File: src/recorder_pkg.sv
/*
 * Constants, field layout and types shared by the measurement data
 * recorder and its trigger timebase.
 * Assumes a 40 MHz system clock and a 32-bit register port.
 */
package recorder_pkg;

	// ------------------------------------------------------------------
	// Timing
	// ------------------------------------------------------------------
	localparam int unsigned CLK_NS          = 25;
	localparam int unsigned TICK_NS         = 640;
	localparam longint      MIN_INTERVAL_NS = 64'd9600;
	localparam longint      MAX_INTERVAL_NS = 64'd20000000000;
	localparam longint      MAX_DELAY_NS    = 64'd100000000000;
	localparam int unsigned EXT_MIN_LEVEL_NS = 500;

	localparam int INTERVAL_W = 25;
	localparam int DELAY_W    = 28;
	localparam logic [INTERVAL_W-1:0] MIN_INTERVAL_TICKS =
		INTERVAL_W'(MIN_INTERVAL_NS / TICK_NS);
	localparam logic [INTERVAL_W-1:0] MAX_INTERVAL_TICKS =
		INTERVAL_W'(MAX_INTERVAL_NS / TICK_NS);
	localparam logic [DELAY_W-1:0] MAX_DELAY_TICKS =
		DELAY_W'(MAX_DELAY_NS / TICK_NS);

	localparam logic [9:0] TICK_STEP  = 10'(CLK_NS);
	localparam logic [9:0] TICK_LIMIT = 10'(TICK_NS);
	localparam logic [5:0] EXT_HOLDOFF_CYC =
		6'((2 * EXT_MIN_LEVEL_NS + CLK_NS - 1) / CLK_NS);

	// ------------------------------------------------------------------
	// Capacities and sample layout
	// ------------------------------------------------------------------
	localparam int CAP_W = 17;
	localparam logic [CAP_W-1:0] CAP_MIN    = 17'h00010;
	localparam logic [CAP_W-1:0] CAP12_MAX  = 17'h02000;
	localparam logic [CAP_W-1:0] CAP3_MAX   = 17'h10000;
	localparam logic [2:0]       MAX_WORDS  = 3'h5;
	localparam logic [2:0]       SRC_LAST   = 3'h6;
	localparam int               SEL_FREQ   = 5;
	localparam int               FLAG_COUNT = 5;

	// ------------------------------------------------------------------
	// Register map
	// ------------------------------------------------------------------
	localparam int ADDR_W = 8;
	localparam logic [7:0] OFS_CTRL      = 8'h00;
	localparam logic [7:0] OFS_SELECT    = 8'h04;
	localparam logic [7:0] OFS_INTERVAL  = 8'h08;
	localparam logic [7:0] OFS_DELAY     = 8'h0C;
	localparam logic [7:0] OFS_CAP1      = 8'h10;
	localparam logic [7:0] OFS_CAP2      = 8'h14;
	localparam logic [7:0] OFS_CAP3      = 8'h18;
	localparam logic [7:0] OFS_CMD       = 8'h1C;
	localparam logic [7:0] OFS_IRQ_STAT  = 8'h20;
	localparam logic [7:0] OFS_IRQ_MASK  = 8'h24;
	localparam logic [7:0] OFS_COUNT1    = 8'h28;
	localparam logic [7:0] OFS_COUNT2    = 8'h2C;
	localparam logic [7:0] OFS_FIFO_LVL  = 8'h30;
	localparam logic [7:0] OFS_FIFO_RD   = 8'h34;
	localparam logic [7:0] OFS_LIVE      = 8'h38;

	localparam int CTRL_ARM      = 0;
	localparam int CTRL_BUF_LSB  = 1;
	localparam int CTRL_MODE_LSB = 3;
	localparam int CMD_REMOTE    = 0;
	localparam int CMD_REARM1    = 1;
	localparam int CMD_REARM2    = 2;
	localparam int CMD_FIFO_POP  = 3;
	localparam int CMD_FIFO_CLR  = 4;
	localparam int IRQ_DONE      = 0;
	localparam int IRQ_FULL1     = 1;
	localparam int IRQ_FULL2     = 2;
	localparam int IRQ_OVERFLOW  = 3;
	localparam int IRQ_MISSED    = 4;
	localparam int IRQ_W         = 5;

	localparam logic [4:0]  CTRL_RST   = 5'h00;
	localparam logic [5:0]  SELECT_RST = 6'h01;
	localparam logic [IRQ_W-1:0] IRQ_RST = 5'h00;

	typedef enum logic [1:0] {BUF_ONE, BUF_TWO, BUF_FIFO, BUF_NONE} buf_sel_t;
	typedef enum logic [1:0] {
		TRIG_TIMER, TRIG_EXT, TRIG_REMOTE, TRIG_MANUAL
	} trig_mode_t;

	// Words one selection occupies; the frequency takes two
	function automatic logic [2:0] word_count(input logic [5:0] sel);
		logic [2:0] n;
		n = 3'h0;
		for (int i = 0; i < 6; i++)
		begin
			if (sel[i])
				n = n + ((i == SEL_FREQ) ? 3'h2 : 3'h1);
		end
		return n;
	endfunction

endpackage

File: src/trig_timebase.sv
/*
 * 640 ns timebase and external trigger input conditioning.
 * Assumes the trigger pin is asynchronous to clk_sys.
 */
`timescale 1ns/100ps
module trig_timebase
	import recorder_pkg::*;
(
	input  wire logic clk_sys,
	input  wire logic sys_rst,
	input  wire logic external_trigger_pin,
	output logic      tick,
	output logic      ext_fall
);

	logic [9:0] acc_reg;
	logic       sync1_reg;
	logic       sync2_reg;
	logic       prev_reg;
	logic [5:0] holdoff_reg;
	logic       fall_now;

	// ------------------------------------------------------------------
	// Fractional tick: average period exactly 640 ns
	// ------------------------------------------------------------------
	always_ff @(posedge clk_sys or posedge sys_rst)
	begin
		if (sys_rst)
			acc_reg <= 10'h000;
		else if (acc_reg + TICK_STEP >= TICK_LIMIT) // see RULE8
			acc_reg <= acc_reg + TICK_STEP - TICK_LIMIT;
		else
			acc_reg <= acc_reg + TICK_STEP;
	end

	assign tick = (acc_reg + TICK_STEP >= TICK_LIMIT);

	// ------------------------------------------------------------------
	// Pin synchroniser and falling edge
	// ------------------------------------------------------------------
	always_ff @(posedge clk_sys or posedge sys_rst)
	begin
		if (sys_rst)
		begin
			sync1_reg <= 1'b1;
			sync2_reg <= 1'b1;
			prev_reg  <= 1'b1;
		end
		else
		begin
			sync1_reg <= external_trigger_pin;
			sync2_reg <= sync1_reg;
			prev_reg  <= sync2_reg;
		end
	end

	assign fall_now = prev_reg && !sync2_reg && (holdoff_reg == 6'h00);

	// Edges closer than one full high plus low period are noise
	always_ff @(posedge clk_sys or posedge sys_rst)
	begin
		if (sys_rst)
			holdoff_reg <= 6'h00;
		else if (fall_now)
			holdoff_reg <= EXT_HOLDOFF_CYC; // see RULE9
		else if (holdoff_reg != 6'h00)
			holdoff_reg <= holdoff_reg - 6'h01;
	end

	assign ext_fall = fall_now; // see RULE9

	tick_gap_a: assert property (@(posedge clk_sys) disable iff (sys_rst)
		tick |=> !tick [*8]) else $error("ticks too close"); // see RULE8
	fall_edge_a: assert property (@(posedge clk_sys) disable iff (sys_rst)
		ext_fall |-> $past(sync2_reg) && !sync2_reg ##1 !ext_fall [*8])
		else $error("trigger not on falling edge"); // see RULE9

endmodule

File: src/measurement_data_recorder.sv
/*
 * Triggered sample recorder: on each trigger, after a delay, writes one
 * sample of up to five selected words into buffer 1, 2 or the FIFO.
 * Assumes measurement inputs and the manual trigger are on clk_sys and
 * that sample storage sits behind the mem_* write port.
 */
// Chosen here: the strobed register port and the address map.
// Contract
// RULE1 - Sample holds at most five selected words
// RULE2 - Status, data words 16 bit; frequency two
// RULE3 - Status word carries five overload/unlock flags
// RULE4 - Buffers one, two hold 16 to 8192
// RULE5 - Third buffer is FIFO, 16 to 65536
// RULE6 - One sample per trigger, four sources
// RULE7 - Timer triggers every 9.6us-20s, 640ns steps
// RULE8 - Other triggers >=10us apart, jitter 640ns
// RULE9 - External pin falling edge, 500ns levels
// RULE10 - Delay 0-100s in 640ns before write
// RULE11 - Configuration remote only; panel manual trigger
// RULE12 - Full buffer ignores triggers until rearmed
`timescale 1ns/100ps
module measurement_data_recorder
	import recorder_pkg::*;
(
	input  wire logic        clk_sys,
	input  wire logic        sys_rst,
	input  wire logic [7:0]  reg_addr,
	input  wire logic [31:0] reg_wdata,
	input  wire logic        reg_wr,
	input  wire logic        reg_rd,
	output logic      [31:0] reg_rdata,
	output logic             irq,
	input  wire logic        external_trigger_pin,
	input  wire logic        manual_trigger,
	input  wire logic        flag_ref_unlock,
	input  wire logic        flag_input_protect,
	input  wire logic        flag_pre_detector_ovl,
	input  wire logic        flag_post_detector_ovl,
	input  wire logic        flag_aux_ovl,
	input  wire logic [15:0] data1,
	input  wire logic [15:0] data2,
	input  wire logic [15:0] data3,
	input  wire logic [15:0] data4,
	input  wire logic [31:0] ref_freq,
	output logic             mem_wr,
	output logic      [1:0]  mem_buffer,
	output logic      [15:0] mem_sample,
	output logic      [2:0]  mem_word,
	output logic      [15:0] mem_data
);
	import recorder_pkg::*;

	typedef enum logic [1:0] {ST_IDLE, ST_DELAY, ST_EMIT} state_t;

	state_t                  state_reg;
	logic [4:0]              ctrl_reg;
	logic [5:0]              select_reg;
	logic [INTERVAL_W-1:0]   interval_reg;
	logic [DELAY_W-1:0]      delay_reg;
	logic [CAP_W-1:0]        cap1_reg;
	logic [CAP_W-1:0]        cap2_reg;
	logic [CAP_W-1:0]        cap3_reg;
	logic [IRQ_W-1:0]        irq_stat_reg;
	logic [IRQ_W-1:0]        irq_mask_reg;
	logic [CAP_W-1:0]        count1_reg;
	logic [CAP_W-1:0]        count2_reg;
	logic [15:0]             fifo_wr_reg;
	logic [15:0]             fifo_rd_reg;
	logic [CAP_W-1:0]        fifo_lvl_reg;
	logic [INTERVAL_W-1:0]   timer_reg;
	logic [DELAY_W-1:0]      dcnt_reg;
	logic [2:0]              src_reg;
	logic [2:0]              slot_reg;
	buf_sel_t                target_reg;
	logic [15:0]             snap_status_reg;
	logic [15:0]             snap_data_reg [4];
	logic [31:0]             snap_freq_reg;

	logic       tick;
	logic       ext_fall;
	logic       wr_cmd;
	logic       timer_fire;
	logic       trig;
	logic       target_full;
	logic       accept;
	logic       capture;
	logic       sample_done;
	logic       src_sel;
	logic [15:0] src_word;
	logic [IRQ_W-1:0] irq_set;
	buf_sel_t   buf_sel;
	trig_mode_t trig_mode;
	logic [4:0] flags;

	trig_timebase timebase (
		.clk_sys              (clk_sys),
		.sys_rst              (sys_rst),
		.external_trigger_pin (external_trigger_pin),
		.tick                 (tick),
		.ext_fall             (ext_fall)
	);

	// Keep a written capacity inside the documented span
	function automatic logic [CAP_W-1:0] clamp_cap(
		input logic [31:0]      v,
		input logic [CAP_W-1:0] hi
	);
		if (v < 32'(CAP_MIN))
			return CAP_MIN;
		else if (v > 32'(hi))
			return hi;
		else
			return v[CAP_W-1:0];
	endfunction

	// ------------------------------------------------------------------
	// Register writes
	// ------------------------------------------------------------------
	assign buf_sel   = buf_sel_t'(ctrl_reg[CTRL_BUF_LSB +: 2]);
	assign trig_mode = trig_mode_t'(ctrl_reg[CTRL_MODE_LSB +: 2]);
	assign wr_cmd    = reg_wr && (reg_addr == OFS_CMD);

	// Only the register port reaches configuration; the panel cannot
	always_ff @(posedge clk_sys or posedge sys_rst)
	begin
		if (sys_rst)
		begin
			ctrl_reg     <= CTRL_RST;
			select_reg   <= SELECT_RST;
			interval_reg <= MIN_INTERVAL_TICKS;
			delay_reg    <= '0;
			cap1_reg     <= CAP_MIN;
			cap2_reg     <= CAP_MIN;
			cap3_reg     <= CAP_MIN;
			irq_mask_reg <= IRQ_RST;
		end
		else if (reg_wr) // see RULE11
		begin
			case (reg_addr)
				OFS_CTRL:
					ctrl_reg <= reg_wdata[4:0];
				OFS_SELECT:
					if (word_count(reg_wdata[5:0]) <= MAX_WORDS) // see RULE1
						select_reg <= reg_wdata[5:0];
				OFS_INTERVAL:
					if (reg_wdata < 32'(MIN_INTERVAL_TICKS)) // see RULE7
						interval_reg <= MIN_INTERVAL_TICKS;
					else if (reg_wdata > 32'(MAX_INTERVAL_TICKS))
						interval_reg <= MAX_INTERVAL_TICKS;
					else
						interval_reg <= reg_wdata[INTERVAL_W-1:0];
				OFS_DELAY:
					if (reg_wdata > 32'(MAX_DELAY_TICKS)) // see RULE10
						delay_reg <= MAX_DELAY_TICKS;
					else
						delay_reg <= reg_wdata[DELAY_W-1:0];
				OFS_CAP1:
					cap1_reg <= clamp_cap(reg_wdata, CAP12_MAX); // see RULE4
				OFS_CAP2:
					cap2_reg <= clamp_cap(reg_wdata, CAP12_MAX); // see RULE4
				OFS_CAP3:
					cap3_reg <= clamp_cap(reg_wdata, CAP3_MAX); // see RULE5
				OFS_IRQ_MASK:
					irq_mask_reg <= reg_wdata[IRQ_W-1:0];
				default:
					;
			endcase
		end
	end

	// ------------------------------------------------------------------
	// Trigger sources
	// ------------------------------------------------------------------
	assign timer_fire = ctrl_reg[CTRL_ARM] && (trig_mode == TRIG_TIMER) &&
		tick && (timer_reg == '0);

	// Timer counts ticks; reloading on fire keeps intervals equal
	always_ff @(posedge clk_sys or posedge sys_rst)
	begin
		if (sys_rst)
			timer_reg <= '0;
		else if (!ctrl_reg[CTRL_ARM] || trig_mode != TRIG_TIMER)
			timer_reg <= '0;
		else if (timer_fire)
			timer_reg <= interval_reg - 1'b1; // see RULE7
		else if (tick)
			timer_reg <= timer_reg - 1'b1;
	end

	always_comb
	begin
		case (trig_mode) // see RULE6
			TRIG_TIMER:  trig = timer_fire;
			TRIG_EXT:    trig = ext_fall;
			TRIG_REMOTE: trig = wr_cmd && reg_wdata[CMD_REMOTE];
			TRIG_MANUAL: trig = manual_trigger;
			default:     trig = 1'b0;
		endcase
	end

	always_comb
	begin
		case (buf_sel)
			BUF_ONE:  target_full = (count1_reg >= cap1_reg); // see RULE12
			BUF_TWO:  target_full = (count2_reg >= cap2_reg); // see RULE12
			BUF_FIFO: target_full = (fifo_lvl_reg >= cap3_reg);
			default:  target_full = 1'b1;
		endcase
	end

	assign accept = trig && ctrl_reg[CTRL_ARM] && !target_full &&
		(state_reg == ST_IDLE);

	// ------------------------------------------------------------------
	// Delay, capture and word emission
	// ------------------------------------------------------------------
	// The delay runs on ticks, so sampling lands within one tick of
	// the trigger plus the programmed delay
	assign capture = (state_reg == ST_DELAY) && tick && (dcnt_reg == '0);
	assign sample_done = (state_reg == ST_EMIT) && (src_reg == SRC_LAST);

	always_ff @(posedge clk_sys or posedge sys_rst)
	begin
		if (sys_rst)
		begin
			state_reg  <= ST_IDLE;
			dcnt_reg   <= '0;
			src_reg    <= 3'h0;
			slot_reg   <= 3'h0;
			target_reg <= BUF_ONE;
		end
		else
		begin
			case (state_reg)
				ST_IDLE:
					if (accept) // see RULE6
					begin
						dcnt_reg   <= delay_reg; // see RULE10
						target_reg <= buf_sel;
						state_reg  <= ST_DELAY;
					end
				ST_DELAY:
					if (capture) // see RULE8
					begin
						src_reg   <= 3'h0;
						slot_reg  <= 3'h0;
						state_reg <= ST_EMIT;
					end
					else if (tick)
						dcnt_reg <= dcnt_reg - 1'b1; // see RULE10
				ST_EMIT:
				begin
					src_reg <= src_reg + 3'h1;
					if (src_sel)
						slot_reg <= slot_reg + 3'h1;
					if (sample_done)
						state_reg <= ST_IDLE;
				end
				default:
					state_reg <= ST_IDLE;
			endcase
		end
	end

	assign flags = {flag_aux_ovl, flag_post_detector_ovl,
		flag_pre_detector_ovl, flag_input_protect, flag_ref_unlock};

	always_ff @(posedge clk_sys or posedge sys_rst)
	begin
		if (sys_rst)
		begin
			snap_status_reg <= 16'h0000;
			snap_freq_reg   <= 32'h00000000;
			for (int i = 0; i < 4; i++)
				snap_data_reg[i] <= 16'h0000;
		end
		else if (capture)
		begin
			snap_status_reg <= {11'h000, flags}; // see RULE3
			snap_data_reg[0] <= data1;
			snap_data_reg[1] <= data2;
			snap_data_reg[2] <= data3;
			snap_data_reg[3] <= data4;
			snap_freq_reg   <= ref_freq;
		end
	end

	// Sources 0..6: status, data1..4, frequency high, frequency low
	always_comb
	begin
		src_sel  = 1'b0;
		src_word = 16'h0000;
		case (src_reg)
			3'h0:
			begin
				src_sel  = select_reg[0];
				src_word = snap_status_reg;
			end
			3'h1, 3'h2, 3'h3, 3'h4:
			begin
				src_sel  = select_reg[src_reg];
				src_word = snap_data_reg[src_reg[1:0] - 2'h1];
			end
			3'h5:
			begin
				src_sel  = select_reg[SEL_FREQ];
				src_word = snap_freq_reg[31:16]; // see RULE2
			end
			3'h6:
			begin
				src_sel  = select_reg[SEL_FREQ];
				src_word = snap_freq_reg[15:0]; // see RULE2
			end
			default:
				src_sel = 1'b0;
		endcase
	end

	always_ff @(posedge clk_sys or posedge sys_rst)
	begin
		if (sys_rst)
		begin
			mem_wr     <= 1'b0;
			mem_buffer <= 2'h0;
			mem_sample <= 16'h0000;
			mem_word   <= 3'h0;
			mem_data   <= 16'h0000;
		end
		else
		begin
			mem_wr     <= (state_reg == ST_EMIT) && src_sel; // see RULE1
			mem_buffer <= target_reg;
			mem_word   <= slot_reg;
			mem_data   <= src_word;
			case (target_reg)
				BUF_ONE:  mem_sample <= count1_reg[15:0];
				BUF_TWO:  mem_sample <= count2_reg[15:0];
				default:  mem_sample <= fifo_wr_reg;
			endcase
		end
	end

	// ------------------------------------------------------------------
	// Fill counts and FIFO pointers
	// ------------------------------------------------------------------
	always_ff @(posedge clk_sys or posedge sys_rst)
	begin
		if (sys_rst)
		begin
			count1_reg <= '0;
			count2_reg <= '0;
		end
		else
		begin
			if (sample_done && target_reg == BUF_ONE)
				count1_reg <= count1_reg + 1'b1; // see RULE6
			else if (wr_cmd && reg_wdata[CMD_REARM1])
				count1_reg <= '0; // see RULE12
			if (sample_done && target_reg == BUF_TWO)
				count2_reg <= count2_reg + 1'b1; // see RULE6
			else if (wr_cmd && reg_wdata[CMD_REARM2])
				count2_reg <= '0; // see RULE12
		end
	end

	always_ff @(posedge clk_sys or posedge sys_rst)
	begin
		if (sys_rst)
		begin
			fifo_wr_reg  <= 16'h0000;
			fifo_rd_reg  <= 16'h0000;
			fifo_lvl_reg <= '0;
		end
		else if (wr_cmd && reg_wdata[CMD_FIFO_CLR])
		begin
			fifo_wr_reg  <= 16'h0000;
			fifo_rd_reg  <= 16'h0000;
			fifo_lvl_reg <= '0;
		end
		else
		begin
			if (sample_done && target_reg == BUF_FIFO) // see RULE5
				fifo_wr_reg <= fifo_wr_reg + 16'h0001;
			if (wr_cmd && reg_wdata[CMD_FIFO_POP] && fifo_lvl_reg != '0)
				fifo_rd_reg <= fifo_rd_reg + 16'h0001;
			fifo_lvl_reg <= fifo_lvl_reg
				+ CAP_W'(sample_done && target_reg == BUF_FIFO)
				- CAP_W'(wr_cmd && reg_wdata[CMD_FIFO_POP] &&
					fifo_lvl_reg != '0);
		end
	end

	// ------------------------------------------------------------------
	// Interrupts and read port
	// ------------------------------------------------------------------
	assign irq_set[IRQ_DONE]     = sample_done;
	assign irq_set[IRQ_FULL1]    = trig && ctrl_reg[CTRL_ARM] &&
		buf_sel == BUF_ONE && target_full;
	assign irq_set[IRQ_FULL2]    = trig && ctrl_reg[CTRL_ARM] &&
		buf_sel == BUF_TWO && target_full;
	assign irq_set[IRQ_OVERFLOW] = trig && ctrl_reg[CTRL_ARM] &&
		buf_sel == BUF_FIFO && target_full;
	assign irq_set[IRQ_MISSED]   = trig && ctrl_reg[CTRL_ARM] &&
		!target_full && state_reg != ST_IDLE;

	// A new event wins over a write-one clear in the same cycle
	always_ff @(posedge clk_sys or posedge sys_rst)
	begin
		if (sys_rst)
			irq_stat_reg <= IRQ_RST;
		else if (reg_wr && reg_addr == OFS_IRQ_STAT)
			irq_stat_reg <= (irq_stat_reg & ~reg_wdata[IRQ_W-1:0]) | irq_set;
		else
			irq_stat_reg <= irq_stat_reg | irq_set;
	end

	assign irq = |(irq_stat_reg & irq_mask_reg);

	always_ff @(posedge clk_sys or posedge sys_rst)
	begin
		if (sys_rst)
			reg_rdata <= 32'h00000000;
		else if (!reg_rd)
			reg_rdata <= 32'h00000000;
		else
		begin
			case (reg_addr)
				OFS_CTRL:     reg_rdata <= 32'(ctrl_reg);
				OFS_SELECT:   reg_rdata <= 32'(select_reg);
				OFS_INTERVAL: reg_rdata <= 32'(interval_reg);
				OFS_DELAY:    reg_rdata <= 32'(delay_reg);
				OFS_CAP1:     reg_rdata <= 32'(cap1_reg);
				OFS_CAP2:     reg_rdata <= 32'(cap2_reg);
				OFS_CAP3:     reg_rdata <= 32'(cap3_reg);
				OFS_IRQ_STAT: reg_rdata <= 32'(irq_stat_reg);
				OFS_IRQ_MASK: reg_rdata <= 32'(irq_mask_reg);
				OFS_COUNT1:   reg_rdata <= 32'(count1_reg);
				OFS_COUNT2:   reg_rdata <= 32'(count2_reg);
				OFS_FIFO_LVL: reg_rdata <= 32'(fifo_lvl_reg);
				OFS_FIFO_RD:  reg_rdata <= 32'(fifo_rd_reg);
				OFS_LIVE:     reg_rdata <= {24'h000000, 1'b0, state_reg, flags};
				default:      reg_rdata <= 32'h00000000;
			endcase
		end
	end

	// ------------------------------------------------------------------
	// Checks
	// ------------------------------------------------------------------
	word_limit_a: assert property (@(posedge clk_sys) disable iff (sys_rst)
		word_count(select_reg) <= MAX_WORDS &&
		(!mem_wr || mem_word < MAX_WORDS))
		else $error("more than five words selected"); // see RULE1
	freq_split_a: assert property (@(posedge clk_sys) disable iff (sys_rst)
		state_reg == ST_EMIT && src_reg == 3'h5 && src_sel |=>
		mem_wr && mem_data == snap_freq_reg[31:16] ##1
		mem_wr && mem_data == snap_freq_reg[15:0])
		else $error("frequency words wrong"); // see RULE2
	status_flags_a: assert property (@(posedge clk_sys) disable iff (sys_rst)
		capture |=> snap_status_reg == {11'h000, $past(flags)})
		else $error("status snapshot wrong"); // see RULE3
	cap_span_a: assert property (@(posedge clk_sys) disable iff (sys_rst)
		cap1_reg >= CAP_MIN && cap1_reg <= CAP12_MAX &&
		cap2_reg >= CAP_MIN && cap2_reg <= CAP12_MAX)
		else $error("buffer capacity out of span"); // see RULE4
	fifo_bound_a: assert property (@(posedge clk_sys) disable iff (sys_rst)
		fifo_lvl_reg <= CAP3_MAX && (fifo_lvl_reg <= cap3_reg ||
		fifo_lvl_reg <= $past(fifo_lvl_reg)))
		else $error("fifo level beyond capacity"); // see RULE5
	one_sample_a: assert property (@(posedge clk_sys) disable iff (sys_rst)
		sample_done && target_reg == BUF_ONE |=>
		count1_reg == $past(count1_reg) + 1'b1 && state_reg == ST_IDLE)
		else $error("sample count not advanced by one"); // see RULE6
	timer_reload_a: assert property (@(posedge clk_sys) disable iff (sys_rst)
		timer_fire && !reg_wr |=> timer_reg == interval_reg - 1'b1)
		else $error("timer interval not reloaded"); // see RULE7
	delay_hold_a: assert property (@(posedge clk_sys) disable iff (sys_rst)
		state_reg == ST_DELAY && dcnt_reg != '0 |=> state_reg == ST_DELAY)
		else $error("sample taken before delay elapsed"); // see RULE10
	full_stop_a: assert property (@(posedge clk_sys) disable iff (sys_rst)
		count1_reg >= cap1_reg && !(wr_cmd && reg_wdata[CMD_REARM1]) &&
		buf_sel == BUF_ONE |-> !accept)
		else $error("full buffer accepted a trigger"); // see RULE12

endmodule

File: config.mk
export PLATFORM = sky130hd
export DESIGN_NAME = measurement_data_recorder
export DESIGN_NICKNAME = d
export VERILOG_FILES = /design/src/recorder_pkg.sv /design/src/trig_timebase.sv /design/src/measurement_data_recorder.sv
export SDC_FILE = /design/constraint.sdc
export NUM_CORES = 1
export LEC_CHECK = 0
export BUFFER_PORTS_ARGS = -buffer_cell sky130_fd_sc_hd__buf_2
export CAP_MARGIN = 20
export CORE_UTILIZATION = 53
export CTS_CLUSTER_DIAMETER = 100
export DETAILED_ROUTE_END_ITERATION = 10
export MAX_ROUTING_LAYER = met4
export PLACE_DENSITY = 0.71
export SYNTH_ARGS = -nofsm -noshare
export SYNTH_HDL_FRONTEND = slang
export SYNTH_SLANG_ARGS = --single-unit
File: constraint.sdc
create_clock -name clk_sys -period 15.01 [get_ports clk_sys]
set_clock_uncertainty 0.05 [all_clocks]
set_input_delay 0.7505 -clock clk_sys [delete_from_list [all_inputs] [get_ports clk_sys]]
set_output_delay 0.7505 -clock clk_sys [all_outputs]
set_load 0.05 [all_outputs]
==> qor.txt, run 1 <==
Setup Viol. Count Final -> 0
clock share of power -> 39.4%
TritonCTS clock tree -> built
Setup crit end kind -> flip-flop
area growth from synthesis to layout -> 13.6%
Max FO, Critical Path -> 23
sw frac -> 29.3%
Setup CP Type -> reg -> reg
FF-to-FF Start -> src_reg[0]
synthesized instance count -> 2635
Routed WL per cell -> 22.3 microns
RSZ-0062 raised after global routing -> no
Post-Syn Area per Cell -> 9.17 sq um
number of synthesis warnings -> 0
HP Class -> in -> reg
Final TNS setup -> 0 ps
Chip Height -> 215 microns
I/O pins -> 218
M3 GR Usage -> 4.44%
Top FF cell, synth -> dfrtp_1
gpl congestion -> 0.995
via count -> 21400
Worst Hold Depth -> 1
Initial DRT Pass Iterations -> 6
vias in the first global route -> 20700
part of the power in combinational logic -> 17.9%
CTS max path bufs -> 3
Reg2Reg Depth -> 17
fin cells -> 3433
PD cells -> 117 mW/mm^2
asr flop ratio synth -> 100%
post-synth top area share -> 46.2%
first-pass GRT wire length -> 119000 microns
Startpoint Class -> flip-flop
hold_sp -> external_trigger_pin
peak supply drop -> 103 uV
Reg clk slew, reported paths -> 60 ps
M2 GR Usage -> 51.5%
Clock Latency Late Sink -> 610 ps
fin crit share -> 33.0%
grt total ovfl -> 0
fmax -> 202 MHz
PortBufs -> 213
DIE AREA -> 0.0464 sq mm
Final HPWL DP -> 54500 microns
count leader, synth -> nand2_1
Placeable Area -> 0.0446 sq mm
Yosys cell types -> 94
largest net degree at the start of global routing -> 129
post-CTS sizing -> 0
R2R Setup Slk -> 10050 ps
H-Tree Depth -> 2
cell taking the most area after synthesis -> dfrtp_1
share of post-route cells with drive strength above 1 -> 14.8%
Final ANT Viol Nets -> 0
DRT iter0 DRCs -> 2495
Initial Utilization -> 54.1%
Global Route Usage Sum -> 33.8%
Commonest cells post-synth -> nand2_1 (548), dfrtp_1 (446), o21ai_0 (184)
hold_buf cts -> 0
measured slew at the worst slew-check pin -> 1150 ps
initial antenna violation count -> 4
WP data arrival -> 5440 ps
final hold violations -> 0
final net count -> 3041
register share of total power -> 42.6%
Slew headroom -> 23.0%
Maximum Capacitance Violations -> 0
fillers -> 3728
Clock Sinks -> 457
routed wire length -> 76400 microns
outcome -> finished clean
Register Area -> 0.0114 sq mm
max reg flops -> 64
sw power -> 0.941 mW
number of synthesized flops with an enable pin -> 0
Int Pwr -> 2.27 mW
sequential-to-total area share from yosys stat -> 47.4%
Most Crowded Layer GR -> met2
DR vias/cell -> 6.22
reg2reg end -> fifo_lvl_reg[15]
row count -> 77
Leak -> 12.1 nW
WHS Endpoint -> timebase.sync1_reg
Post-CTS Setup Inserts -> 0
DRC -> 0
placed insts -> 3336
min Tclk post-route -> 4960 ps
CTS buffer count -> 50
area of the multi-input gates -> 0.0118 sq mm
max-slew violations -> 0
Global Route met1 Usage -> 44.8%
Data required, critical path -> 15500 ps
clock root cell -> clkbuf_16
area of the mapped netlist -> 0.0242 sq mm
FF+latch count, synth -> 457
DIE WIDTH -> 215 microns
Synth area leaders -> dfrtp_1 (46%), nand2_1 (8.5%), ha_1 (4.9%)
==> per-stage QoR <==
step | hold slack, ps | total power, mW | utilization [%] | cell area, sq um | worst slack (ps)
6_report | 198 | 3.21 | 61.5 | 27400 | 10050
5_1_grt | 187 | 3.35 | 61.5 | 27400 | 9620
4_1_cts | 176 | 3.22 | 61.3 | 27400 | 10040
3_5_place_dp | 304 | 1.96 | 57.6 | 25700 | 9610
3_3_place_gp | 299 | 1.93 | 57.6 | 25700 | 9760
2_1_floorplan | 295 | 1.79 | - | 24200 | 1490
==> final cells by class <==
type                            instances  share of cell area [%]
Multi-Input combinational cell       1929                    42.9
Timing Repair Buffer                  245                    4.95
Inverter                              116                    1.61
Clock inverter                         23                    1.02
Antenna cell                            4                  0.0365
Tap cell                              592                    2.70
Sequential cell                       457                    41.7
Clock buffer                           67                    5.05
==> worst max-delay path: stages (launching register included) <==
cell	delay (ps)
dfrtp_1	350
buf_4	260
inv_1	140
ha_1	280
and2_1	590
and4b_1	570
inv_1	100
ha_1	280
inv_1	60
ha_1	200
a211oi_1	100
nor3_1	280
o41a_1	200
a41oi_1	170
a221oi_1	460
a221oi_1	200
or4_1	500
nand3_1	90
==> kinds of logic after synthesis <==
kind of cell               after synthesis  share of synthesized area (%)
and+or+nand+nor                       1077                           20.6
muxes                                   65                           3.65
DFF                                    457                           47.4
buffers and inverters                  252                           4.15
adders and majority gates               95                           4.95
AOI/OAI and AO/OA                      634                           17.3
other                                    1                         0.0155
xor gates and xnor gates                54                           1.96
==> worst max-delay path by stage <==
stage	from	to	slack, ps	cells past startpoint
2_1_floorplan	sys_rst	cap1_reg[0]	1490	1
3_3_place_gp	reg_addr[5]	fifo_lvl_reg[15]	9760	15
3_5_place_dp	reg_addr[5]	fifo_lvl_reg[15]	9610	15
4_1_cts	src_reg[0]	fifo_lvl_reg[15]	10040	17
5_1_grt	src_reg[0]	fifo_lvl_reg[16]	9620	18
6_report	src_reg[0]	fifo_lvl_reg[15]	10050	17
==> metal layers <==
layer,share of wire [%],vias up
met5,0,-
met3,7.7,201
met2,46,999
met1,41,10500
met4,4.9,0
li1,-,9698
==> cells in the final DEF, fill, tap and decap left out, types with 50 or more instances in the layout <==
cell,Yosys,layout
a22o_1,51,51
buf_2,16,213
ha_1,94,94
nand2_1,548,548
a21oi_1,110,110
dfrtp_1,446,446
nand3_1,83,83
clkbuf_16,0,50
inv_1,116,115
o21ai_0,184,184
a22oi_1,53,53
nor2_1,179,176
==> power by group through the flow <==
stage | registers [mW] | clock network, mW | logic, mW
3_3_place_gp | 1.39 | 0 | 0.547
5_1_grt | 1.37 | 1.32 | 0.655
6_report | 1.37 | 1.26 | 0.575
3_5_place_dp | 1.39 | 0 | 0.568
4_1_cts | 1.37 | 1.28 | 0.572
2_1_floorplan | 1.36 | 0 | 0.434
Note: power is estimated with default switching activity, not from simulation.
==> run 2, diff against run 1 <==
Settings changed: PLACE_DENSITY 0.71 to 0.74.
Clock period 15.01 ns to 4.15 ns, I/O delays scaled along.
==> qor.txt, run 2 (same netlist as run 1, synthesis figures left out) <==
Startpoint Class -> flip-flop (unchanged)
Setup crit end kind -> flip-flop (unchanged)
Reg2Reg Depth -> 17 (unchanged)
initial antenna violation count -> 0 (was 4)
largest net degree at the start of global routing -> 156 (was 129)
Reg clk slew, reported paths -> 60 ps (about the same)
via count -> 22600 (was 21400)
Antenna Diode Count -> 0 (was 4)
most frequent cells in the layout -> nand2_1 (548), dfrtp_1 (446), buf_2 (213) (unchanged)
R2R Setup Slk -> 270 ps (was 10050 ps)
Initial DRT Pass Iterations -> 8 (was 6)
commonest non-fill, non-tap cell in the layout -> nand2_1 (unchanged)
Placeable Area -> 0.0446 sq mm (unchanged)
I/O pins -> 218 (unchanged)
DRC -> 0 (unchanged)
Initial Utilization -> 54.1% (unchanged)
clock root cell -> clkbuf_16 (unchanged)
Setup CP Type -> reg -> reg (unchanged)
Setup Viol. Count Final -> 0 (unchanged)
Clock Sinks -> 457 (unchanged)
max-slew violations -> 0 (unchanged)
share of post-route cells with drive strength above 1 -> 15.3% (was 14.8%)
DIE AREA -> 0.0464 sq mm (unchanged)
total power -> 11.9 mW (was 3.21 mW)
DRT iter0 DRCs -> 2562 (was 2495)
Final HPWL DP -> 56200 microns (was 54500 microns)
max reg flops -> 64 (unchanged)
Post-CTS Setup Inserts -> 0 (unchanged)
Chip Height -> 215 microns (unchanged)
RSZ-0062 raised after global routing -> no (unchanged)
DR vias/cell -> 6.27 (was 6.22)
area growth from synthesis to layout -> 20.5% (was 13.6%)
outcome -> finished clean (unchanged)
Critical Path Max Stage Delay -> 430 ps (was 590 ps)
DIE WIDTH -> 215 microns (unchanged)
vias in the first global route -> 22500 (was 20700)
design area -> 0.0291 sq mm (was 0.0274 sq mm)
Data required, critical path -> 4620 ps (was 15500 ps)
Clock Latency Late Sink -> 610 ps (about the same)
min Tclk post-route -> 3880 ps (was 4960 ps)
HP Class -> in -> reg (unchanged)
routed wire length -> 81700 microns (was 76400 microns)
CTS buffer count -> 50 (unchanged)
peak supply drop -> 318 uV (was 103 uV)
measured slew at the worst slew-check pin -> 1100 ps (was 1150 ps)
fmax -> 258 MHz (was 202 MHz)
H-Tree Depth -> 2 (unchanged)
final hold violations -> 0 (unchanged)
WHS Endpoint -> delay_reg[27] (was timebase.sync1_reg)
PD cells -> 408 mW/mm^2 (was 117 mW/mm^2)
Global Route Usage Sum -> 36.2% (was 33.8%)
final net count -> 3211 (was 3041)
Slew headroom -> 26.9% (was 23.0%)
fin crit share -> 93.4% (was 33.0%)
Worst path slowest cell -> fa_1 (was and2_1)
Max FO, Critical Path -> 8 (was 23)
WP data arrival -> 4350 ps (was 5440 ps)
Routed WL per cell -> 22.7 microns (was 22.3 microns)
final core utilization -> 65.3% (was 61.5%)
FF-to-FF Start -> src_reg[0] (unchanged)
PortBufs -> 213 (unchanged)
row count -> 77 (unchanged)
CTS max path bufs -> 3 (unchanged)
Maximum Capacitance Violations -> 0 (unchanged)
hold_sp -> reg_wdata[29] (was external_trigger_pin)
Leak -> 12.8 nW (was 12.1 nW)
Worst Hold Depth -> 4 (was 1)
most used cell, CP -> inv_1
reg2reg end -> fifo_lvl_reg[16] (was fifo_lvl_reg[15])
gpl congestion -> 1.01 (was 0.995)
TritonCTS clock tree -> built (unchanged)
Final ANT Viol Nets -> 0 (unchanged)
grt total ovfl -> 0 (unchanged)
first-pass GRT wire length -> 127000 microns (was 119000 microns)
CP cell instances -> inv_1 -> ha_2 -> and2_1 -> and4b_1 -> inv_1 -> ha_1 -> inv_1 -> ha_1 -> fa_1 -> a211oi_1 -> o31ai_1 -> a31oi_1 -> a21oi_1 -> a211oi_1 -> nor2_1 -> or3_1 -> a21oi_1 (was buf_4 -> inv_1 -> ha_1 -> and2_1 -> and4b_1 -> inv_1 -> ha_1 -> inv_1 -> ha_1 -> a211oi_1 -> nor3_1 -> o41a_1 -> a41oi_1 -> a221oi_1 -> a221oi_1 -> or4_1 -> nand3_1)
post-placement cell area -> 0.0261 sq mm (was 0.0257 sq mm)
==> run 2: cell types whose count changed in the layout (fill, tap and decap cells not counted), sizes merged <==
cell,change
clkbuf,+9
clkinvlp,-1
dlygate4sd3,+130
inv,-2
clkinv,-2
buf,+40
diode,-4
==> run 2: report_power, final <==
| part | total, mW | leakage (nW) | switching, mW | internal, mW |
|---|---|---|---|---|
| clock network | 4.70 | 0.836 | 1.96 | 2.74 |
| logic | 2.28 | 6.75 | 1.28 | 1.00 |
| registers | 4.90 | 5.26 | 0.243 | 4.66 |
==> run 2: worst max path at each step <==
stage          cells past startpoint          endpoint                 from
2_1_floorplan                      1       cap1_reg[0]              sys_rst
3_3_place_gp                      17  fifo_lvl_reg[16]          reg_addr[5]
3_5_place_dp                      17  fifo_lvl_reg[16]          reg_addr[5]
4_1_cts                           13     timer_reg[24]  timebase.acc_reg[1]
5_1_grt                           17  fifo_lvl_reg[16]           src_reg[0]
6_report                          17  fifo_lvl_reg[16]           src_reg[0]
==> run 2: stage by stage <==
| stage | setup TNS [ps] | cells | hold WS, ps | setup WS [ps] |
|---|---|---|---|---|
| after floorplan | -1023820 | 2638 | 162 | -2280 |
| final | 0 | 3603 | 28.7 | 275 |
| after CTS | 0 | 3603 | 13.4 | 240 |
| after global routing | 0 | 3603 | 57.7 | 11.9 |
| after global placement | 0 | 3379 | 177 | 126 |
| after detailed placement | 0 | 3379 | 180 | 89.9 |
==> run 2: final cells by class <==
cell class / count / area, sq um
clock buffers: 76 / 1450
clock inverters: 18 / 269
fillers: 3583 / 15500
inverters: 116 / 439
multi-input cells: 1929 / 11800
flip-flops and latches: 457 / 11400
well taps: 592 / 741
repair buffers: 415 / 2980
==> run 2: per-layer routing <==
layer	vias to the layer above	GRT usage (%)	share of wire, %
li1	10000	-	-
met1	11000	45.1	39
met2	1221	56.8	47
met3	300	5.47	8.3
met4	0	20.3	6.0
met5	-	-	0
==> run 2: repair_timing <==
item / 4_1_cts / 5_1_grt
endpoints found under the hold margin: 228 / 0
gates resized for setup: 0 / 1
hold buffers: 130 / 0
endpoints found under the setup margin: 0 / 1
==> run 2: critical path: cells and delay by family (launching register included) <==
family / cells / cell delay (ps)
AO/OA/AOI/OAI: 6 / 1160
AND/OR/NAND/NOR: 4 / 840
buffers and inverters: 3 / 190
flip-flops: 1 / 370
adder cells (fa/ha/maj): 4 / 1180
